`src/ppbm_defs.vh`:
```
// Purpose: Constants for the parallel port and bus mode block.
// Assumes: APB register map with 32-bit aligned words.
// Notes: Offsets are byte addresses.
`ifndef PPBM_DEFS_VH
`define PPBM_DEFS_VH
`define PPBM_OFF_PORTA 12'h000
`define PPBM_OFF_PORTB 12'h004
`define PPBM_OFF_PORTC 12'h008
`define PPBM_OFF_MODE 12'h00c
`define PPBM_OFF_IFLAG 12'h010
`define PPBM_OFF_IEN 12'h014
`define PPBM_OFF_HOST_OUT 12'h018
`define PPBM_OFF_HOST_IN 12'h01c
`define PPBM_OFF_HOST_FLAG 12'h020
`define PPBM_OFF_BUSREQ 12'h024
`define PPBM_OFF_BUSRD 12'h028
`define PPBM_MODE_PB_LO 6
`define PPBM_MODE_PB_HI 7
`define PPBM_MODE_IRQSEL 5
`define PPBM_MODE_CM0 0
`define PPBM_MODE_CM1 1
`define PPBM_PORT_RST 8'hff
`define PPBM_MODE_RST 8'h00
`define PPBM_EXTSEL_LO 12'h080
`define PPBM_EXTSEL_HI 12'hfff
`define PPBM_HF_IDRF 0
`define PPBM_HF_ODRF 7
`define PPBM_HF_F1 1
`endif

```
`src/ppbm_top.v`:
```
// Purpose: Ports A, B, C with bus modes and the host data registers.
// Assumes: APB slave on clk_sys_i; host strobes synchronous one-cycle pulses.
// Notes: Bus cycles are two clocks, phase 1 then phase 2.
//
// Operation
// [RQ1] Port A or C line with register bit one is an input read back.
// [RQ2] Reset sets every port register bit to one.
// [RQ3] Ordinary port read returns pin levels.
// [RQ4] Read-modify-write read returns port register contents.
// [RQ5] Output line drives high for one and low for zero.
// [RQ6] Both Port B mode bits zero: Port B all inputs, floated.
// [RQ7] Mode bit 6 one, bit 7 zero: Port B drives register.
// [RQ8] Rising edge line 0, falling line 1 set flags, enabled request.
// [RQ9] Edges resolved up to half the clock rate.
// [RQ10] Port A bit-independent; line 2 is counter line in counter modes.
// [RQ11] Bus modes: Port C 0..5 drive address, read/write, memory select.
// [RQ12] Abbreviated mode: Port B is bidirectional data bus.
// [RQ13] Multiplexed mode: Port B address 4..11 then data.
// [RQ14] Abbreviated mode decodes sixteen peripheral addresses.
// [RQ15] Multiplexed mode gives full 4K address range.
// [RQ16] Memory select low for accesses 0080 through 0fff.
// [RQ17] Outside logic latches Port B address on select leading edge.
// [RQ18] Bus mode data drivers on only in phase 2 of writes.
// [RQ19] Port C line 6 is I/O or host interrupt per mode bit 5.
// [RQ20] Host select high: read status flags, write is a command.
// [RQ21] Host select low: read output register, write input register.
`include "ppbm_defs.vh"
module ppbm_top #(
    parameter PW = 8
) (
    input wire clk_sys_i,
    input wire sys_rst_i,
    input wire psel,
    input wire penable,
    input wire pwrite,
    input wire [11:0] paddr,
    input wire [31:0] pwdata,
    output reg [31:0] prdata,
    output reg pready,
    output reg pslverr,
    input wire [7:0] porta_i,
    output reg [7:0] porta_o,
    output reg [7:0] porta_oe_n_o,
    input wire [7:0] portb_i,
    output reg [7:0] portb_o,
    output reg [7:0] portb_oe_n_o,
    input wire [6:0] portc_i,
    output reg [6:0] portc_o,
    output reg [6:0] portc_oe_n_o,
    output reg irq_o,
    input wire host_cs_i,
    input wire host_rd_i,
    input wire host_wr_i,
    input wire host_reg_select_i,
    input wire [7:0] host_data_i,
    output reg [7:0] host_data_o
);
    localparam BS_IDLE = 2'd0;
    localparam BS_PH1 = 2'd1;
    localparam BS_PH2 = 2'd2;
    localparam BS_DONE = 2'd3;
    reg [7:0] pa_q, pb_q, mode_control_reg_q, ien_q;
    reg [6:0] pc_q;
    reg [1:0] interrupt_flag_reg_q;
    reg [7:0] host_output_reg_q, host_input_reg_q, host_cmd_q;
    reg [7:0] host_flag_reg_q;
    reg [1:0] edge_prev_q;
    reg [1:0] bs_q;
    reg [11:0] baddr_q;
    reg [7:0] bwdata_q, brdata_q;
    reg bwrite_q, bbusy_q;
    wire apb_acc = psel & penable;
    wire apb_wr = apb_acc & pwrite;
    wire apb_rd = apb_acc & ~pwrite;
    // Address bit 11 marks the read half of a read-modify-write access.
    wire rmw = paddr[11];
    wire [11:0] off = {1'b0, paddr[10:0]};
    wire mode_lo = mode_control_reg_q[`PPBM_MODE_PB_LO];
    wire mode_hi = mode_control_reg_q[`PPBM_MODE_PB_HI];
    wire bus_mode = mode_hi;
    wire mux_mode = mode_hi & mode_lo;
    wire [1:0] cmode = {mode_control_reg_q[`PPBM_MODE_CM1], mode_control_reg_q[`PPBM_MODE_CM0]};
    wire host_wr = host_cs_i & host_wr_i;
    wire host_rd = host_cs_i & host_rd_i;
    // [RQ8] Edge detection.
    wire rise0 = porta_i[0] & ~edge_prev_q[0];
    wire fall1 = ~porta_i[1] & edge_prev_q[1];
    // [RQ16] Memory select window.
    wire ext_sel_hit = (pwdata[11:0] >= `PPBM_EXTSEL_LO) && (pwdata[11:0] <= `PPBM_EXTSEL_HI);
    reg [31:0] rd_d;
    always @*
    begin
        rd_d = 32'h0;
        case (off)
            // [RQ3] Pins normally, [RQ4] register on RMW read.
            `PPBM_OFF_PORTA: rd_d = {24'h0, rmw ? pa_q : porta_i};
            `PPBM_OFF_PORTB: rd_d = {24'h0, rmw ? pb_q : portb_i};
            `PPBM_OFF_PORTC: rd_d = {25'h0, rmw ? pc_q : portc_i};
            `PPBM_OFF_MODE: rd_d = {24'h0, mode_control_reg_q};
            `PPBM_OFF_IFLAG: rd_d = {30'h0, interrupt_flag_reg_q};
            `PPBM_OFF_IEN: rd_d = {24'h0, ien_q};
            `PPBM_OFF_HOST_OUT: rd_d = {24'h0, host_output_reg_q};
            `PPBM_OFF_HOST_IN: rd_d = {16'h0, host_cmd_q, host_input_reg_q};
            `PPBM_OFF_HOST_FLAG: rd_d = {24'h0, host_flag_reg_q};
            `PPBM_OFF_BUSREQ: rd_d = {31'h0, bbusy_q};
            `PPBM_OFF_BUSRD: rd_d = {24'h0, brdata_q};
            default: rd_d = 32'h0;
        endcase
    end
    wire known = (off <= `PPBM_OFF_BUSRD) && (off[1:0] == 2'b00);
    always @(posedge clk_sys_i)
    begin
        if (sys_rst_i)
        begin
            // [RQ2] Port registers all ones.
            pa_q <= `PPBM_PORT_RST;
            pb_q <= `PPBM_PORT_RST;
            pc_q <= 7'h7f;
            mode_control_reg_q <= `PPBM_MODE_RST;
            ien_q <= 8'h00;
            interrupt_flag_reg_q <= 2'b00;
            host_output_reg_q <= 8'h00;
            host_input_reg_q <= 8'h00;
            host_cmd_q <= 8'h00;
            host_flag_reg_q <= 8'h00;
            edge_prev_q <= 2'b11;
            bs_q <= BS_IDLE;
            baddr_q <= 12'h000;
            bwdata_q <= 8'h00;
            brdata_q <= 8'h00;
            bwrite_q <= 1'b0;
            bbusy_q <= 1'b0;
            prdata <= 32'h0;
            pready <= 1'b0;
            pslverr <= 1'b0;
        end
        else
        begin
            // [RQ9] One-clock sampling resolves edges at half rate.
            edge_prev_q <= porta_i[1:0];
            pready <= psel & ~penable;
            pslverr <= psel & ~penable & ~known;
            prdata <= (psel & ~penable & ~pwrite) ? rd_d : 32'h0;
            if (apb_wr & known)
            begin
                case (off)
                    `PPBM_OFF_PORTA: pa_q <= pwdata[7:0];
                    `PPBM_OFF_PORTB: pb_q <= pwdata[7:0];
                    `PPBM_OFF_PORTC: pc_q <= pwdata[6:0];
                    `PPBM_OFF_MODE: mode_control_reg_q <= pwdata[7:0];
                    `PPBM_OFF_IEN: ien_q <= pwdata[7:0];
                    `PPBM_OFF_HOST_OUT: host_output_reg_q <= pwdata[7:0];
                    default: ;
                endcase
            end
            // Flags: hardware set wins over software clear (write one to clear).
            // [RQ8] Edge flags.
            interrupt_flag_reg_q <= (interrupt_flag_reg_q &
                ~((apb_wr && off == `PPBM_OFF_IFLAG) ? pwdata[1:0] : 2'b00))
                | {fall1, rise0};
            // [RQ21] Select low: data in and data out.
            if (host_wr & ~host_reg_select_i)
                host_input_reg_q <= host_data_i;
            // [RQ20] Select high write is a command.
            if (host_wr & host_reg_select_i)
                host_cmd_q <= host_data_i;
            if (host_wr)
                host_flag_reg_q[`PPBM_HF_F1] <= host_reg_select_i;
            if (host_wr)
                host_flag_reg_q[`PPBM_HF_IDRF] <= 1'b1;
            else if (apb_rd && off == `PPBM_OFF_HOST_IN)
                host_flag_reg_q[`PPBM_HF_IDRF] <= 1'b0;
            if (apb_wr && off == `PPBM_OFF_HOST_OUT)
                host_flag_reg_q[`PPBM_HF_ODRF] <= 1'b1;
            else if (host_rd & ~host_reg_select_i)
                host_flag_reg_q[`PPBM_HF_ODRF] <= 1'b0;
            // Bus engine: the processor requests an access by writing the bus request register.
            case (bs_q)
                BS_IDLE:
                begin
                    if (apb_wr && off == `PPBM_OFF_BUSREQ && bus_mode && ext_sel_hit)
                    begin
                        baddr_q <= pwdata[11:0];
                        bwrite_q <= pwdata[12];
                        bwdata_q <= pwdata[23:16];
                        bbusy_q <= 1'b1;
                        bs_q <= BS_PH1;
                    end
                end
                BS_PH1: bs_q <= BS_PH2;
                // Phase 2 only reaches the pins after this edge, so read data is taken a clock later.
                BS_PH2: bs_q <= BS_DONE;
                BS_DONE:
                begin
                    if (~bwrite_q)
                        brdata_q <= portb_i;
                    bbusy_q <= 1'b0;
                    bs_q <= BS_IDLE;
                end
                default: bs_q <= BS_IDLE;
            endcase
        end
    end
    integer i;
    always @(posedge clk_sys_i)
    begin
        if (sys_rst_i)
        begin
            porta_o <= 8'hff;
            porta_oe_n_o <= 8'hff;
            portb_o <= 8'hff;
            portb_oe_n_o <= 8'hff;
            portc_o <= 7'h7f;
            portc_oe_n_o <= 7'h7f;
            irq_o <= 1'b0;
            host_data_o <= 8'h00;
        end
        else
        begin
            // [RQ1] [RQ5] [RQ10] Register one means input; zero drives low.
            porta_o <= pa_q;
            porta_oe_n_o <= pa_q;
            if (cmode == 2'b01)
            begin
                porta_oe_n_o[2] <= 1'b0;
                porta_o[2] <= pa_q[2];
            end
            else if (cmode[1])
                porta_oe_n_o[2] <= 1'b1;
            // [RQ6] [RQ7] Port B I/O modes.
            if (!bus_mode)
            begin
                portb_o <= pb_q;
                portb_oe_n_o <= mode_lo ? 8'h00 : 8'hff;
            end
            // [RQ13] [RQ15] Address 4..11 in phase 1.
            else if (mux_mode && bs_q == BS_PH1)
            begin
                portb_o <= baddr_q[11:4];
                portb_oe_n_o <= 8'h00;
            end
            // [RQ12] [RQ18] Data drivers only in write phase 2.
            else
            begin
                portb_o <= bwdata_q;
                portb_oe_n_o <= (bs_q == BS_PH2 && bwrite_q) ? 8'h00 : 8'hff;
            end
            for (i = 0; i < 6; i = i + 1)
            begin
                portc_o[i] <= pc_q[i];
                portc_oe_n_o[i] <= pc_q[i];
            end
            if (bus_mode)
            begin
                // [RQ11] [RQ14] Low address, read/write and select driven.
                portc_o[3:0] <= baddr_q[3:0];
                portc_o[4] <= ~(bs_q == BS_PH1 || bs_q == BS_PH2);
                portc_o[5] <= ~bwrite_q;
                portc_oe_n_o[5:0] <= 6'h00;
            end
            // [RQ19] Line 6 is I/O or host interrupt.
            if (mode_control_reg_q[`PPBM_MODE_IRQSEL])
            begin
                portc_o[6] <= ~host_flag_reg_q[`PPBM_HF_ODRF];
                portc_oe_n_o[6] <= 1'b0;
            end
            else
            begin
                portc_o[6] <= pc_q[6];
                portc_oe_n_o[6] <= pc_q[6];
            end
            irq_o <= |(interrupt_flag_reg_q & ien_q[1:0]);
            // [RQ20] [RQ21] Host read data.
            host_data_o <= host_reg_select_i ? host_flag_reg_q : host_output_reg_q;
        end
    end
endmodule // ppbm_top

```
`config.mk`:
```
export PLATFORM = sky130hd
export DESIGN_NAME = ppbm_top
export DESIGN_NICKNAME = d
export VERILOG_FILES = /design/src/ppbm_top.v
export VERILOG_INCLUDE_DIRS = /design/src
export SDC_FILE = /design/constraint.sdc
export NUM_CORES = 1
export LEC_CHECK = 0
export BUFFER_PORTS_ARGS = -buffer_cell sky130_fd_sc_hd__buf_2
export CAP_MARGIN = 20
export CORE_MARGIN = 1
export CORE_UTILIZATION = 45
export CTS_CLUSTER_DIAMETER = 80
export DETAILED_ROUTE_END_ITERATION = 10
export GPL_TIMING_DRIVEN = 1
export PLACE_DENSITY = 0.76
export RECOVER_POWER = 25
export SLEW_MARGIN = 40
export SYNTH_ARGS = -nofsm -noshare
export SYNTH_HDL_FRONTEND = slang
export SYNTH_SLANG_ARGS = --single-unit
```
`constraint.sdc`:
```
create_clock -name clk_sys_i -period 2.26 [get_ports clk_sys_i]
set_clock_uncertainty 0.2 [all_clocks]
set_input_delay 0.339 -clock clk_sys_i [delete_from_list [all_inputs] [get_ports clk_sys_i]]
set_output_delay 0.339 -clock clk_sys_i [all_outputs]
set_load 0.005 [all_outputs]
```
==> results.md <==
* Status: complete, no violations
* Synth top area share at 46.7%
* Wire length per cell at 17.6 um
* Dpl ws at 0.0882 ns
* Slowest-stage cell, CP: dlygate4sd3_1
* Worst-path clk slew at 0.07 ns
* Mux share of post-synthesis cell area at 11.3%
* Distinct cell type count after synthesis at 61
* Vias in the first global route at 5718
* Critical path endpoint category: register
* Crit path from: pwdata[9]
* DR vias/cell at 5.34
* Setup Total Neg Slack at 0 ns
* Mapped Cells at 763
* Nets at 1014
* Setup Crit Path Kind: input port to register
* Post-synthesis sequential area ratio at 46.7%
* Grt ovf at 0
* Worst-Margin Slew at 0.570 ns
* Antenna-violating nets left at 0
* Syn_area_per_cell at 9.05 um^2
* PnR worst setup slack at 0.0600 ns
* Die Width at 126 um
* Total power at 6.03 mW
* Hold slack at 0.0232 ns
* Initial antenna violation count at 0
* Reg-to-reg endpoint: portb_o[7]$_SDFF_PP1_
* Max Cap Viol at 0
* Final min period at 2.20 ns
* CTS H-Tree Depth at 4
* Hold_sp: portb_i[4]
* DRT Pass-1 Iters at 5
* Post-Place Cell Area at 7700 um^2
* Largest net degree at the start of global routing at 133
* Ys flop type: dfxtp_1
* Die H at 126 um
* Req. time, crit path at 2.35 ns
* Share of cells above drive strength 1 at 26.1%
* Final core utilization at 58.0%
* Worst path depth at 8
* Final Setup Violations at 0
* Post-CTS Setup Inserts at 0
* # diodes at 0
* Cell area after layout at 8560 um^2
* Global Route Usage Sum at 25.3%
* Synth cell count leaders: dfxtp_1, nand2_1, mux2i_1
* Reg with most FFs: prdata
* Largest stage delay, worst path at 0.54 ns
* Compound-Gate Fraction of Synth Area at 11.4%
* Power per cell area at 705 nW/um^2
* Final Max Slew Viols at 0
* Clock Tree Buf Depth at 2
* Area leader, netlist: dfxtp_1
* Worst IR Drop VDD at 496 uV
* CP Data Arrival Time at 2.29 ns
* Critical path's top delay family: buffers and inverters
* Total length of routed wires at 19700 um
* First-pass GRT wire length at 30400 um
* Static Leak at 3.59 nW
* Final Non-Filler Cells at 1122
* Most area-consuming cells after synthesis: dfxtp_1, mux2i_1, nand2_1
* Final Hold Viols at 0
* Post-synth EDFFs at 0
* Max reg flops at 16
* Via Count at 5988
* Core ar. at 14800 um^2
* Post-Synth Simple-Gate Area at 22.2%
* Layout area overhead at 24.0%
* Row count at 44
* Synth Register Bits at 161
* Initial drt markers at 563
* Cell Area, Synth at 6900 um^2
* Slew HR at 62.0%
* Main combinational cell family by area after synthesis: simple AND/OR/NAND/NOR gates
* CP Buf/Inv Count at 3
* Asr flop ratio synth at 0%
* Hpwl dp at 13900 um
* Starting density of the core at 46.8%
* CTS Sinks at 161
* Hold/Removal Path Class: input port to register
* Die area at 15800 um^2
* Top Registers: prdata: 16 flops, baddr_q: 12 flops
* Synth warn at 0
* Placer congestion estimate at 0.968
* Worst setup endpoint: bwdata_q[4]$_SDFFE_PP0P_
* Crit-path cells: dlygate4sd3_1, buf_2, or4_1, o211ai_4, nor3_4, buf_12, mux2i_1, nor2_1
* Critical R2R Launch: bs_q[1]$_SDFFE_PP0P_
* CP max FO at 21
* Period utilization at 97.3%
* RSZ-0062 raised after global routing: false
* Placed Cells at 1060
* PortBufs at 145
* R2R cell count at 7
* Worst Setup Start Kind: input port
* Num CTS Buffers at 17
* Post-Synth Adder-Cell Area at 0.906%
* CTS tree: done
* Clk root buf: clkbuf_16
* Post-Synth XOR/XNOR Area at 0%
* Reg2Reg Setup Slack at 0.31 ns
* Skew-Pair Late Insertion Delay at 0.43 ns
* FMAX at 455 MHz
* I/O pins at 173
* Top-count cell post-synth: dfxtp_1
* Drt drc at 0
what timing repair did:
action | 4_1_cts | 5_1_grt
setup endpoints to repair | 0 | 1
endpoints found under the hold margin | 37 | 0
resized for setup | 0 | 1
hold buffers | 30 | 0
cells in the final DEF (no fill, tap or decap), drive strengths merged, types with 13 or more instances in the layout:
cell and count:
a21o 13, a21oi 49, and2 13, buf 170
clkbuf 23, conb 16, dfxtp 161, dlygate4sd3 30
inv 16, mux2i 68, nand2 133, nand3 19
nand3b 23, nor2 64, o21ai 18, or2 20
power breakdown:
| part | total (mW) | switching (mW) | internal [mW] | leakage (nW) |
|---|---|---|---|---|
| clock network | 2.71 | 1.25 | 1.47 | 0.268 |
| logic | 0.447 | 0.261 | 0.186 | 2.02 |
| registers | 2.88 | 0.0156 | 2.86 | 1.30 |
area by class of cell:
cell class,instances,area (um^2)
well taps,184,230
clock buffers,18,439
inverters,9,33.8
flip-flops and latches,161,3220
clock inverters,14,116
fillers,1290,6200
repair buffers,205,1280
multi-input cells,531,3230
worst min-delay path: cells and delay by family:
family,cells,cell delay (ns)
buffers and inverters,1,0.12
multiplexers,1,0.08
AND/OR/NAND/NOR,1,0.08
how the worst min path moves through the flow:
stage | cells past startpoint | end | slack [ns]
2_1_floorplan | 1 | pready$_SDFF_PP0_ | 0.22
3_3_place_gp | 1 | prdata[8]$_SDFF_PP0_ | 0.23
3_5_place_dp | 1 | prdata[15]$_SDFF_PP0_ | 0.24
4_1_cts | 3 | brdata_q[4]$_SDFFE_PP0P_ | 0.01
5_1_grt | 3 | brdata_q[4]$_SDFFE_PP0P_ | 0.02
6_report | 3 | brdata_q[4]$_SDFFE_PP0P_ | 0.02
logic make-up (layout without fill, tap and decap cells):
| group | count (synthesis) | in the layout |
|---|---|---|
| simple gates | 309 | 309 |
| compound gates | 124 | 124 |
| mux | 77 | 77 |
| buf+inv | 86 | 246 |
| flops | 161 | 161 |
| fa+ha+maj | 5 | 5 |
| other cells | 1 | 16 |
metal layers:
layer	track usage, %	up-vias	share of wire (%)
li1	-	2869	-
met1	33.0	2818	43
met2	41.0	269	47
met3	5.18	32	7.5
met4	10.1	0	2.4
met5	0	-	0
Note: power is estimated with default switching activity, not from simulation.
